## src/design/arfcs_pkg.sv

```systemverilog
/*
 * Package for the converter result formatter and channel selector:
 * register offsets, field positions, reset values, states and timing.
 * Assumes a 32-bit classic Wishbone register bus with byte addresses.
 */
package arfcs_pkg;

  // Register byte offsets
  localparam logic [7:0] ADDR_CTRL = 8'h00;
  localparam logic [7:0] ADDR_ACCUM = 8'h04;
  localparam logic [7:0] ADDR_PRESC = 8'h08;
  localparam logic [7:0] ADDR_INIT_DELAY = 8'h0C;
  localparam logic [7:0] ADDR_SAMPLE_LENGTH = 8'h10;
  localparam logic [7:0] ADDR_POS_SELECT = 8'h14;
  localparam logic [7:0] ADDR_NEG_SELECT = 8'h18;
  localparam logic [7:0] ADDR_COMMAND = 8'h1C;
  localparam logic [7:0] ADDR_STATUS = 8'h20;
  localparam logic [7:0] ADDR_RESULT = 8'h24;
  localparam logic [7:0] ADDR_ACTIVE_SELECT = 8'h28;

  // Control, command, status and active select bit positions
  localparam int CTRL_ENABLE_BIT = 0;
  localparam int CTRL_LEFT_ADJUST_BIT = 1;
  localparam int CTRL_DIFF_BIT = 2;
  localparam int CMD_START_BIT = 0;
  localparam int STATUS_READY_BIT = 0;
  localparam int ACTIVE_NEG_LSB = 8;

  // Field widths
  localparam int SEL_W = 7;
  localparam int CONV_W = 12;
  localparam int SUM_W = 19;
  localparam int RES_W = 16;
  localparam int CNT_W = 8;

  // Reset values
  localparam logic [3:0] PRESC_RESET = 4'h1;
  localparam logic [CNT_W-1:0] INIT_DELAY_RESET = 8'h00;
  localparam logic [CNT_W-1:0] SAMPLE_LENGTH_RESET = 8'h00;
  localparam logic [SEL_W-1:0] SEL_RESET = 7'h00;

  // Positive selection code of the on-chip temperature sensor (free choice)
  localparam logic [SEL_W-1:0] SEL_TEMP_SENSOR = 7'h42;

  // Accumulation code whose sum fills the result exactly (16 samples)
  localparam logic [2:0] ACC_FULL_CODE = 3'h4;

  // Converter clock cycles spent converting after the sample phase
  localparam logic [CNT_W-1:0] CONV_TICKS = 8'h0D;

  // Sequencer states
  typedef enum logic [1:0] {
    ST_IDLE = 2'b00,
    ST_INIT = 2'b01,
    ST_SAMPLE = 2'b10,
    ST_CONVERT = 2'b11
  } arfcs_state_e;

endpackage : arfcs_pkg

```

## src/design/arfcs_input_select.sv

```systemverilog
/*
 * Shadow and lock of the positive and negative input selections.
 * Assumes written selections arrive from the register file on the same clock.
 */
`timescale 1ns/1ps
`default_nettype none

module arfcs_input_select (
  input wire logic ref_clk_in,
  input wire logic reset_in,
  input wire logic lock_in,
  input wire logic [arfcs_pkg::SEL_W-1:0] pos_written_in,
  input wire logic [arfcs_pkg::SEL_W-1:0] neg_written_in,
  output logic [arfcs_pkg::SEL_W-1:0] pos_active_out,
  output logic [arfcs_pkg::SEL_W-1:0] neg_active_out
);
  import arfcs_pkg::*;

  //////////////////////////////////////////////////////////////////////////////
  // Active selection tracks the shadow unless a conversion holds it
  always_ff @(posedge ref_clk_in or posedge reset_in) begin
    if (reset_in) begin
      pos_active_out <= SEL_RESET;
      neg_active_out <= SEL_RESET;
    end else if (!lock_in) begin
      pos_active_out <= pos_written_in;
      neg_active_out <= neg_written_in;
    end  // Held while locked
  end

endmodule : arfcs_input_select

`default_nettype wire

```

## src/design/arfcs_result_format.sv

```systemverilog
/*
 * Packs an accumulated conversion sum into the 16-bit result word.
 * Assumes the sum is already sign or zero extended to the sum width.
 */
`timescale 1ns/1ps
`default_nettype none

module arfcs_result_format (
  input wire logic ref_clk_in,
  input wire logic reset_in,
  input wire logic load_in,
  input wire logic [arfcs_pkg::SUM_W-1:0] sum_in,
  input wire logic [2:0] count_in,
  input wire logic left_in,
  input wire logic diff_in,
  output logic [arfcs_pkg::RES_W-1:0] result_out
);
  import arfcs_pkg::*;

  logic [SUM_W-1:0] packed_next;

  //////////////////////////////////////////////////////////////////////////////
  // Up to 16 samples: right keeps the extension, left shifts to the top
  // Beyond 16 samples: drop low bits to fit, same for both adjustments
  always_comb begin
    packed_next = sum_in;
    if (count_in <= ACC_FULL_CODE) begin
      if (left_in) begin
        packed_next = sum_in << (ACC_FULL_CODE - count_in);
      end
    end else if (diff_in) begin
      packed_next = SUM_W'($signed(sum_in) >>> (count_in - ACC_FULL_CODE));
    end else begin
      packed_next = sum_in >> (count_in - ACC_FULL_CODE);
    end
  end

  // Result word register
  always_ff @(posedge ref_clk_in or posedge reset_in) begin
    if (reset_in) begin
      result_out <= 16'h0000;
    end else if (load_in) begin
      result_out <= packed_next[RES_W-1:0];
    end
  end

endmodule : arfcs_result_format

`default_nettype wire

```

## src/design/arfcs_top.sv

```systemverilog
/*
 * Converter control: Wishbone register file, converter clock divider,
 * conversion sequencer with accumulation, channel lock and result packing.
 * Assumes the converter core runs from ref_clk_in and presents its 12-bit
 * code on adc_data_in at the last tick of the convert phase.
 */
// Our own choices: the register addresses and the Wishbone slave port.
`timescale 1ns/1ps
`default_nettype none

module arfcs_top (
  input wire logic ref_clk_in,
  input wire logic reset_in,
  input wire logic wb_cyc_in,
  input wire logic wb_stb_in,
  input wire logic wb_we_in,
  input wire logic [7:0] wb_adr_in,
  input wire logic [3:0] wb_sel_in,
  input wire logic [31:0] wb_dat_in,
  output logic [31:0] wb_dat_out,
  output logic wb_ack_out,
  input wire logic [arfcs_pkg::CONV_W-1:0] adc_data_in,
  output logic adc_clk_en_out,
  output logic adc_sample_out,
  output logic adc_convert_out,
  output logic diff_mode_out,
  output logic temp_sensor_en_out,
  output logic [arfcs_pkg::SEL_W-1:0] pos_select_out,
  output logic [arfcs_pkg::SEL_W-1:0] neg_select_out
);
  import arfcs_pkg::*;

  // Register state
  logic enable_reg;
  logic left_adjust_reg;
  logic diff_reg;
  logic [2:0] accumulation_count_reg;
  logic [3:0] presc_reg;
  logic [CNT_W-1:0] init_delay_reg;
  logic [CNT_W-1:0] sample_length_reg;
  logic [SEL_W-1:0] positive_input_select_reg;
  logic [SEL_W-1:0] negative_input_select_reg;
  logic start_conversion_cmd_reg;
  logic result_ready_flag_reg;
  // Sequencer state
  arfcs_state_e state_reg;
  logic [CNT_W-1:0] phase_cnt_reg;
  logic [7:0] samples_left_reg;
  logic [SUM_W-1:0] sum_reg;
  logic [3:0] div_cnt_reg;
  logic done_delay_reg;
  logic [RES_W-1:0] result_word;
  // Bus decode
  logic wb_req;
  logic wb_wr;
  logic wb_wr_byte0;
  logic [31:0] rd_data_next;
  // Sequencer helpers
  logic tick;
  logic phase_last;
  logic conv_done;
  logic select_lock;
  logic temp_selected;
  logic [SUM_W-1:0] sample_ext;

  //////////////////////////////////////////////////////////////////////////////
  // Temperature sensor decode of a positive selection code
  function automatic logic is_temp_sensor(input logic [SEL_W-1:0] sel, input logic diff);
    is_temp_sensor = (sel == SEL_TEMP_SENSOR) && !diff;
  endfunction : is_temp_sensor

  // Sample count of an accumulation code, one to 128
  function automatic logic [7:0] samples_of(input logic [2:0] code);
    samples_of = 8'h01 << code;
  endfunction : samples_of

  //////////////////////////////////////////////////////////////////////////////
  // Wishbone slave: one wait state, ack drops the cycle after it rises
  assign wb_req = wb_cyc_in && wb_stb_in && !wb_ack_out;
  assign wb_wr = wb_req && wb_we_in;
  assign wb_wr_byte0 = wb_wr && wb_sel_in[0];

  always_ff @(posedge ref_clk_in or posedge reset_in) begin
    if (reset_in) begin
      wb_ack_out <= 1'b0;
    end else begin
      wb_ack_out <= wb_req;
    end
  end

  // Read mux, unmapped offsets read as zero
  always_comb begin
    rd_data_next = 32'h0000_0000;
    case (wb_adr_in)
      ADDR_CTRL: begin
        rd_data_next[CTRL_ENABLE_BIT] = enable_reg;
        rd_data_next[CTRL_LEFT_ADJUST_BIT] = left_adjust_reg;
        rd_data_next[CTRL_DIFF_BIT] = diff_reg;
      end
      ADDR_ACCUM: rd_data_next[2:0] = accumulation_count_reg;
      ADDR_PRESC: rd_data_next[3:0] = presc_reg;
      ADDR_INIT_DELAY: rd_data_next[CNT_W-1:0] = init_delay_reg;
      ADDR_SAMPLE_LENGTH: rd_data_next[CNT_W-1:0] = sample_length_reg;
      ADDR_POS_SELECT: rd_data_next[SEL_W-1:0] = positive_input_select_reg;
      ADDR_NEG_SELECT: rd_data_next[SEL_W-1:0] = negative_input_select_reg;
      ADDR_COMMAND: rd_data_next[CMD_START_BIT] = start_conversion_cmd_reg;
      ADDR_STATUS: rd_data_next[STATUS_READY_BIT] = result_ready_flag_reg;
      ADDR_RESULT: rd_data_next[RES_W-1:0] = result_word;
      ADDR_ACTIVE_SELECT: begin
        rd_data_next[SEL_W-1:0] = pos_select_out;
        rd_data_next[ACTIVE_NEG_LSB +: SEL_W] = neg_select_out;
      end
      default: rd_data_next = 32'h0000_0000;
    endcase
  end

  // Read data register
  always_ff @(posedge ref_clk_in or posedge reset_in) begin
    if (reset_in) begin
      wb_dat_out <= 32'h0000_0000;
    end else if (wb_req && !wb_we_in) begin
      wb_dat_out <= rd_data_next;
    end
  end

  //////////////////////////////////////////////////////////////////////////////
  // Configuration registers, all fields in byte lane 0
  always_ff @(posedge ref_clk_in or posedge reset_in) begin
    if (reset_in) begin
      enable_reg <= 1'b0;
      left_adjust_reg <= 1'b0;
      diff_reg <= 1'b0;
      accumulation_count_reg <= 3'h0;
      presc_reg <= PRESC_RESET;
      init_delay_reg <= INIT_DELAY_RESET;
      sample_length_reg <= SAMPLE_LENGTH_RESET;
      positive_input_select_reg <= SEL_RESET;
      negative_input_select_reg <= SEL_RESET;
    end else if (wb_wr_byte0) begin
      case (wb_adr_in)
        ADDR_CTRL: begin
          enable_reg <= wb_dat_in[CTRL_ENABLE_BIT];
          left_adjust_reg <= wb_dat_in[CTRL_LEFT_ADJUST_BIT];
          diff_reg <= wb_dat_in[CTRL_DIFF_BIT];
        end
        ADDR_ACCUM: accumulation_count_reg <= wb_dat_in[2:0];
        ADDR_PRESC: presc_reg <= wb_dat_in[3:0];
        ADDR_INIT_DELAY: init_delay_reg <= wb_dat_in[CNT_W-1:0];
        ADDR_SAMPLE_LENGTH: sample_length_reg <= wb_dat_in[CNT_W-1:0];
        ADDR_POS_SELECT: positive_input_select_reg <= wb_dat_in[SEL_W-1:0];
        ADDR_NEG_SELECT: negative_input_select_reg <= wb_dat_in[SEL_W-1:0];
        default: ;
      endcase
    end
  end

  // Start command: a software set wins over the completion clear
  always_ff @(posedge ref_clk_in or posedge reset_in) begin
    if (reset_in) begin
      start_conversion_cmd_reg <= 1'b0;
    end else if (wb_wr_byte0 && wb_adr_in == ADDR_COMMAND && wb_dat_in[CMD_START_BIT]) begin
      start_conversion_cmd_reg <= 1'b1;
    end else if (conv_done || !enable_reg) begin
      start_conversion_cmd_reg <= 1'b0;
    end
  end

  // Result ready: set one cycle after the result loads, write 1 clears
  always_ff @(posedge ref_clk_in or posedge reset_in) begin
    if (reset_in) begin
      result_ready_flag_reg <= 1'b0;
    end else if (done_delay_reg) begin
      result_ready_flag_reg <= 1'b1;
    end else if (wb_wr_byte0 && wb_adr_in == ADDR_STATUS && wb_dat_in[STATUS_READY_BIT]) begin
      result_ready_flag_reg <= 1'b0;
    end
  end

  //////////////////////////////////////////////////////////////////////////////
  // Converter clock: one-cycle enable every presc+1 reference cycles
  always_ff @(posedge ref_clk_in or posedge reset_in) begin
    if (reset_in) begin
      div_cnt_reg <= 4'h0;
    end else if (div_cnt_reg >= presc_reg) begin
      div_cnt_reg <= 4'h0;
    end else begin
      div_cnt_reg <= div_cnt_reg + 4'h1;
    end
  end

  assign tick = (div_cnt_reg >= presc_reg);
  assign adc_clk_en_out = tick;

  //////////////////////////////////////////////////////////////////////////////
  // Sequencer: INIT (init delay), then SAMPLE/CONVERT once per accumulated sample
  assign phase_last = (phase_cnt_reg == 8'h00);
  assign conv_done = (state_reg == ST_CONVERT) && phase_last && tick && (samples_left_reg == 8'h01);
  // Lock from start until the last converter cycle of the final conversion
  assign select_lock = (state_reg != ST_IDLE) &&
    !((state_reg == ST_CONVERT) && phase_last && (samples_left_reg == 8'h01));

  always_ff @(posedge ref_clk_in or posedge reset_in) begin
    if (reset_in) begin
      state_reg <= ST_IDLE;
      phase_cnt_reg <= 8'h00;
      samples_left_reg <= 8'h00;
    end else if (!enable_reg) begin
      state_reg <= ST_IDLE;
    end else if (tick) begin
      case (state_reg)
        ST_IDLE: begin
          if (start_conversion_cmd_reg) begin
            state_reg <= ST_INIT;
            phase_cnt_reg <= init_delay_reg;
            samples_left_reg <= samples_of(accumulation_count_reg);
          end
        end
        ST_INIT: begin
          if (phase_last) begin
            state_reg <= ST_SAMPLE;
            phase_cnt_reg <= sample_length_reg;
          end else begin
            phase_cnt_reg <= phase_cnt_reg - 8'h01;
          end
        end
        ST_SAMPLE: begin
          if (phase_last) begin
            state_reg <= ST_CONVERT;
            phase_cnt_reg <= CONV_TICKS - 8'h01;
          end else begin
            phase_cnt_reg <= phase_cnt_reg - 8'h01;
          end
        end
        ST_CONVERT: begin
          if (!phase_last) begin
            phase_cnt_reg <= phase_cnt_reg - 8'h01;
          end else if (samples_left_reg == 8'h01) begin
            state_reg <= ST_IDLE;
          end else begin
            state_reg <= ST_SAMPLE;
            phase_cnt_reg <= sample_length_reg;
            samples_left_reg <= samples_left_reg - 8'h01;
          end
        end
        default: state_reg <= ST_IDLE;
      endcase
    end
  end

  //////////////////////////////////////////////////////////////////////////////
  // Accumulator: signed for differential, unsigned for single-ended
  assign sample_ext = diff_reg ? {{(SUM_W-CONV_W){adc_data_in[CONV_W-1]}}, adc_data_in}
                               : {{(SUM_W-CONV_W){1'b0}}, adc_data_in};

  always_ff @(posedge ref_clk_in or posedge reset_in) begin
    if (reset_in) begin
      sum_reg <= 19'h00000;
    end else if (tick && state_reg == ST_IDLE) begin
      sum_reg <= 19'h00000;
    end else if (tick && state_reg == ST_CONVERT && phase_last) begin
      sum_reg <= sum_reg + sample_ext;
    end
  end

  // Completion delay so the flag rises one cycle after the new result
  always_ff @(posedge ref_clk_in or posedge reset_in) begin
    if (reset_in) begin
      done_delay_reg <= 1'b0;
    end else begin
      done_delay_reg <= conv_done;
    end
  end

  //////////////////////////////////////////////////////////////////////////////
  // Converter side outputs
  assign temp_selected = is_temp_sensor(pos_select_out, diff_reg);
  assign adc_sample_out = (state_reg == ST_SAMPLE);
  assign adc_convert_out = (state_reg == ST_CONVERT);
  assign diff_mode_out = diff_reg;
  assign temp_sensor_en_out = temp_selected;

  // Shadowed channel selection
  arfcs_input_select u_input_select (
    .ref_clk_in(ref_clk_in),
    .reset_in(reset_in),
    .lock_in(select_lock),
    .pos_written_in(positive_input_select_reg),
    .neg_written_in(negative_input_select_reg),
    .pos_active_out(pos_select_out),
    .neg_active_out(neg_select_out)
  );

  // Result packing; the temperature sensor always reads right adjusted
  arfcs_result_format u_result_format (
    .ref_clk_in(ref_clk_in),
    .reset_in(reset_in),
    .load_in(conv_done),
    .sum_in(sum_reg + sample_ext),
    .count_in(accumulation_count_reg),
    .left_in(left_adjust_reg && !temp_selected),
    .diff_in(diff_reg),
    .result_out(result_word)
  );

endmodule : arfcs_top

`default_nettype wire

```

## config.mk

```make
export PLATFORM = sky130hd
export DESIGN_NAME = arfcs_top
export DESIGN_NICKNAME = d
export VERILOG_FILES = /design/src/design/arfcs_pkg.sv /design/src/design/arfcs_input_select.sv /design/src/design/arfcs_result_format.sv /design/src/design/arfcs_top.sv
export SDC_FILE = /design/constraint.sdc
export NUM_CORES = 1
export LEC_CHECK = 0
export ABC_AREA = 1
export BUFFER_PORTS_ARGS = -buffer_cell sky130_fd_sc_hd__buf_4
export CAP_MARGIN = 20
export CORE_ASPECT_RATIO = 0.75
export CORE_MARGIN = 1
export CORE_UTILIZATION = 30
export DETAILED_ROUTE_END_ITERATION = 8
export PLACE_DENSITY = 0.49
export SETUP_SLACK_MARGIN = 0.1
export SKIP_LAST_GASP = 1
export SYNTH_ARGS = -nofsm -noshare
export SYNTH_HDL_FRONTEND = slang
export SYNTH_SLANG_ARGS = --single-unit
```

## constraint.sdc

```tcl
create_clock -name ref_clk_in -period 4.43 [get_ports ref_clk_in]
set_input_delay 0.2215 -clock ref_clk_in [delete_from_list [all_inputs] [get_ports ref_clk_in]]
set_output_delay 0.2215 -clock ref_clk_in [all_outputs]
set_load 0.01 [all_outputs]
```

# --- Yosys cells after proc, flatten, opt, wreduce, memory -nomap -nowiden ---
# Index checks and enable logic that the tools add are counted.
word_totals:
  register_bits: 131
  input_bits: 61
  out_inout_bits: 52
  word_cells: 138
classes:
  addsub: 6
  order_cmp: 2
  n_eq_ne: 24
  shifts: 4
  n_mux: 36
  reduce_logical: 44
op_table:
  columns: ["operator", "n"]
  rows:
  - ["8-bit 2-to-1 mux", 8]
  - ["19-bit 2-to-1 mux", 3]
  - ["16-bit 2-to-1 mux", 3]
  - ["8-bit by 5-bit equality test with 1-bit output (second input constant)", 4]
  - ["8-bit case mux with 4 select lines", 1]
  - ["8-bit by 6-bit equality test with 1-bit output (second input constant)", 3]
  - ["19-bit adder", 1]
  - ["1-bit logical AND", 19]
  - ["19-bit by 3-bit << shifter with 16-bit output", 1]
  - ["19-bit by 3-bit >> shifter with 16-bit output", 1]
  - ["19-bit by 3-bit >>> shifter with 16-bit output", 1]
  - ["2-bit case mux with 9 select lines", 1]
  - ["3-bit case mux with 6 select lines", 1]
  - ["8-bit by 4-bit equality test with 1-bit output (second input constant)", 2]
  - ["8-bit logical NOT", 2]
  - ["8-bit case mux with 2 select lines", 1]
  - ["8-bit by 1-bit subtractor with 8-bit output (second input constant)", 2]
  - ["2-bit 2-to-1 mux", 7]
  - ["7-bit case mux with 2 select lines", 1]
  - ["2-bit AND reduction", 7]
  - ["1-bit case mux with 11 select lines", 1]
  - ["2-bit nonzero test", 5]
  - ["3-bit inequality test (second input constant)", 3]
  - ["8-bit by 1-bit equality test with 1-bit output (second input constant)", 1]
  - ["24 further kinds", 37]

# --- Depth between registers and ports, before layout ---
logic_depth:
  depth_word: 8
  depth_mapped: 19
  mapped_depth_nobuf: 19

# --- Cells and area by module ---
# Synthesis repeated with hierarchy kept, for this count alone.
unflattened:
  cells_unflattened: 1316
  hier_area_um2: 9021.2
by_module_without_submodules:
  columns: ["module", "n_inst", "cells_per_inst", "area_per_inst_um2", "seq_area_each_um2"]
  rows:
  - ["arfcs_top", 1, 914, 6591.3, 2528.7]
  - ["arfcs_result_format", 1, 342, 1895.6, 400.4]
  - ["arfcs_input_select", 1, 60, 534.3, 350.3]

# --- Worst setup path after synthesis ---
# No wires, ideal clock.
synth_path:
  path_type: "register to register"
  start: "reg accumulation_count_reg[0]"
  end: "reg u_result_format.result_out[4] (netlist name)"
  setup_ns: 0.087
  arrival_ns: 2.240
  t_required_ns: 4.343
  setup_slack_ns: 2.103
  path_stages_with_launch: 12
  n_path_buf: 4
  synth_period_minus_slack_ns: 2.327
  path_cell_list: "dfrtp_1 clkbuf_1 inv_1 buf_2 ha_1 ha_1 clkbuf_1 buf_1 nand3_1 o311ai_0 a21oi_1 a22oi_1"
synth_via:
  elab_chain_len: 4
  word_cells_on_any_way: 9
  cone_classes: "add/sub (2); order compare (1); shift (3); mux (3)"
synth_lines:
  columns: ["element", "line", "text"]
  rows:
  - ["start: declaration", "arfcs_top.sv:37", "logic [2:0] accumulation_count_reg;"]
  - ["start signal: assignment", "arfcs_top.sv:146", "ADDR_ACCUM: accumulation_count_reg <= wb_dat_in[2:0];"]
  - ["3-bit subtractor, on equally long branches", "arfcs_result_format.sv:32, arfcs_result_format.sv:34, arfcs_result_format.sv:29", null]
  - ["19-bit by 3-bit >> shifter with 16-bit output, or another cell as far along", "arfcs_result_format.sv:34", "packed_next = sum_in >> (count_in - ACC_FULL_CODE);"]
  - ["16-bit 2-to-1 mux, on equally long branches", "arfcs_result_format.sv:31, arfcs_result_format.sv:28", null]
  - ["16-bit 2-to-1 mux *", "arfcs_result_format.sv:27", "if (count_in <= ACC_FULL_CODE) begin"]
  - ["end signal: assignment", "arfcs_result_format.sv:43", "result_out <= packed_next[RES_W-1:0];"]
  - ["end: declaration", "arfcs_result_format.sv:16", "output logic [arfcs_pkg::RES_W-1:0] result_out"]
# Every way passes the cells marked *; elsewhere a longest branch is shown, timed or not.
# A chain may end at the register's enable or synchronous reset.

# --- Final worst setup path ---
layout_path:
  start: "reg accumulation_count_reg[2]"
  end: "reg u_result_format.result_out[12] (netlist name)"
# The elaborated chain is that of the path after synthesis.

==> impl_metrics.ini <==
[timing]
drv_slew = 0
worst-slew-pin-transition_ps = 900
finalSetupTns_ps = 0
fin_worst_skew_ps = 15.7
period_share_pct = 65.0
final_hold_viol_count = 0
max_slew_margin_pct = 40.0
finalCriticalPeriod_ps = 2880
grt_setup_unrepaired = no
fmax_ghz = 0.347
hold-worst-slack_ps = 21.8
setup-violations-final = 0

[synth]
synth.most_common_cell = nand2_1
synth_top_flop_cell = dfrtp_1
yosysSeqAreaShare_pct = 36.4
synth_edf_count = 0
yosys_warnings = 0
synth_top_area_cell = dfrtp_1
syn_inst = 1289
synth_common_cells = nand2_1, nand3_1, inv_1, dfrtp_1, o21ai_0
ys_seq_elements = 131
syn_area_sq_um = 9000
syn_avg_cell_area_sq_um = 6.98
async_reset_ff_share_pct = 100
synth_top_area_share_pct = 36.2
yosysUniqueCellTypes = 54
synth.area.top_cells = dfrtp_1, nand2_1, nand3_1

[power]
powerDensity_nw_per_um2 = 270
power.total_uw = 2830
leakage_uw = 0.00516
vdd_drop_max_mv = 0.270

[clocking]
cts-root-buf = clkbuf_16
cts-buffers-inserted = 17
cts_hold_buf = 0
insertion_delay_ps = 430
post_cts_resized = 0
clk_pin_slew_worst_paths_ps = 60
htreeDepth = 4
clock_sinks = 131
clockBufferDepth = 2
tritoncts = built
postCtsSetupBuffers = 0

[place]
placedCellCount = 1724
gp_congestion = 0.849
hpwl_mm = 22.8
port_buffers = 69

[floorplanning]
ioPinCount = 113
num_rows = 54
core_sq_um = 29300
start_util_pct = 30.8
die_y_microns = 152
chipWidth_microns = 202
dieArea_sq_um = 30700

[route]
wl_per_cell_microns = 17.1
postRouteAntennaNets = 0
drc = 0
drt_iter0_markers = 850
viasPerCell = 4.99
dr.pass1.iters = 6
num_vias = 8766
drt_wl_total_mm = 30.0

[cells_and_area]
post-route-util_pct = 35.8
register_area_sq_um = 3280
multi_input_comb_area_sq_um = 4890
largest_reg_flops = 19
layout.nets = 1444
stdcell_count = 1758
fillers = 3204
layout-drive-gt1-share_pct = 12.5
synthToLayoutAreaGrowth_pct = 16.3
num_antenna_cells = 0

[setup_path]
path_buf_inv = 3
cpPeakStageDelay_ps = 610
required_ps = 4750
start_kind = register
path_delay_family = buffers and inverters
critPathMaxFanout = 24
arrival_ps = 3200
crit_slowest_cell = clkinv_1
crit_type = register to register
endpoint_kind = register
crit_chain = buf_4 > clkinv_1 > ha_1 > clkinv_1 > nand3_1 > nand3_1 > nand2_1 > nand2_1 > nor2_1 > nor2_1

[min_path]
worstHoldPathType = input pin to register

[global_route]
overflow = 0
antenna_found_initial = 0
grt_pass1_wl_mm = 48.0
grt_pass1_vias = 8353
track_usage_pct = 20.1
grt_max_degree = 104

[job]
cap_violations = 0

[run_status]
status = complete, no violations
-- power breakdown --
group,internal [uW],switching [uW],total [uW]
sequential,1220,12.7,1230
combinational,82.2,140,222
clock,803,576,1380
-- cells by family (layout without fill, tap and decap cells) --
family                     count (synthesis)  count (layout)  share of synthesized area (%)
adders and majority gates                 30              30                           4.25
and+or+nand+nor                          673             673                           33.2
other                                      1              16                         0.0417
buffers and inverters                    208             270                           9.82
xor gates and xnor gates                  12              12                           1.17
AOI/OAI and AO/OA                        233             233                           14.9
muxes                                      1               1                          0.125
DFF                                      131             131                           36.4
-- worst paths after layout --
check	startpoint	endpoint	slack, ps	cells past startpoint
setup / recovery	accumulation_count_reg[2]$_DFFE_PP0P_	u_result_format.result_out[12]$_DFFE_PP0P_	1550	10
setup reg to reg	accumulation_count_reg[2]$_DFFE_PP0P_	u_result_format.result_out[12]$_DFFE_PP0P_	1550	10
hold / removal	wb_stb_in	wb_ack_out$_DFF_PP0_	20	3
min in group asynchronous	reset_in	samples_left_reg[2]$_DFFE_PP0P_	310	3
max in group asynchronous	reset_in	presc_reg[0]$_DFFE_PP1P_	3370	4
hold reg to reg	wb_ack_out$_DFF_PP0_	wb_ack_out$_DFF_PP0_	450	1
-- worst min-delay path: stages --
cell and delay [ps]:
buf_4 110, nand2_1 50, nor2_1 40
-- per-stage QoR --
step                      cell area, sq um  worst slack (ps)
after global placement                9870              1590
after detailed placement              9870              1600
after global routing                 10500              1320
after CTS                            10400              1580
after floorplan                       9050               712
final                                10500              1550
-- cells in the final DEF, fill, tap and decap left out, types with 12 or more instances in the layout --
cell | Yosys | layout
nand2_1 | 354 | 354
nand3_1 | 159 | 159
inv_1 | 138 | 137
dfrtp_1 | 130 | 130
o21ai_0 | 117 | 117
nor2_1 | 93 | 93
buf_4 | 19 | 84
a21oi_1 | 45 | 45
ha_1 | 29 | 29
clkbuf_16 | 0 | 17
conb_1 | 1 | 16
a221oi_1 | 14 | 14
nand2_2 | 12 | 12
-- routing by layer --
metal | wire length [microns] | track usage (%) | vias to the layer above | share of wire, %
met5 | 0 | 0 | - | 0
met4 | 446 | 5.23 | 0 | 1.5
met3 | 1580 | 3.99 | 28 | 5.3
met2 | 12000 | 27.2 | 214 | 40
met1 | 16000 | 31.7 | 4164 | 53
li1 | - | - | 4360 | -
-- layout make-up --
| cell class | instances | share of cell area [%] |
|---|---|---|
| clock buffer | 21 | 4.40 |
| clock inverter | 11 | 0.980 |
| inverter | 152 | 5.50 |
| multi-input combinational | 965 | 46.7 |
| sequential | 131 | 31.3 |
| tap | 392 | 4.69 |
| timing repair buffer | 86 | 6.38 |
Note: power is estimated with default switching activity, not from simulation.
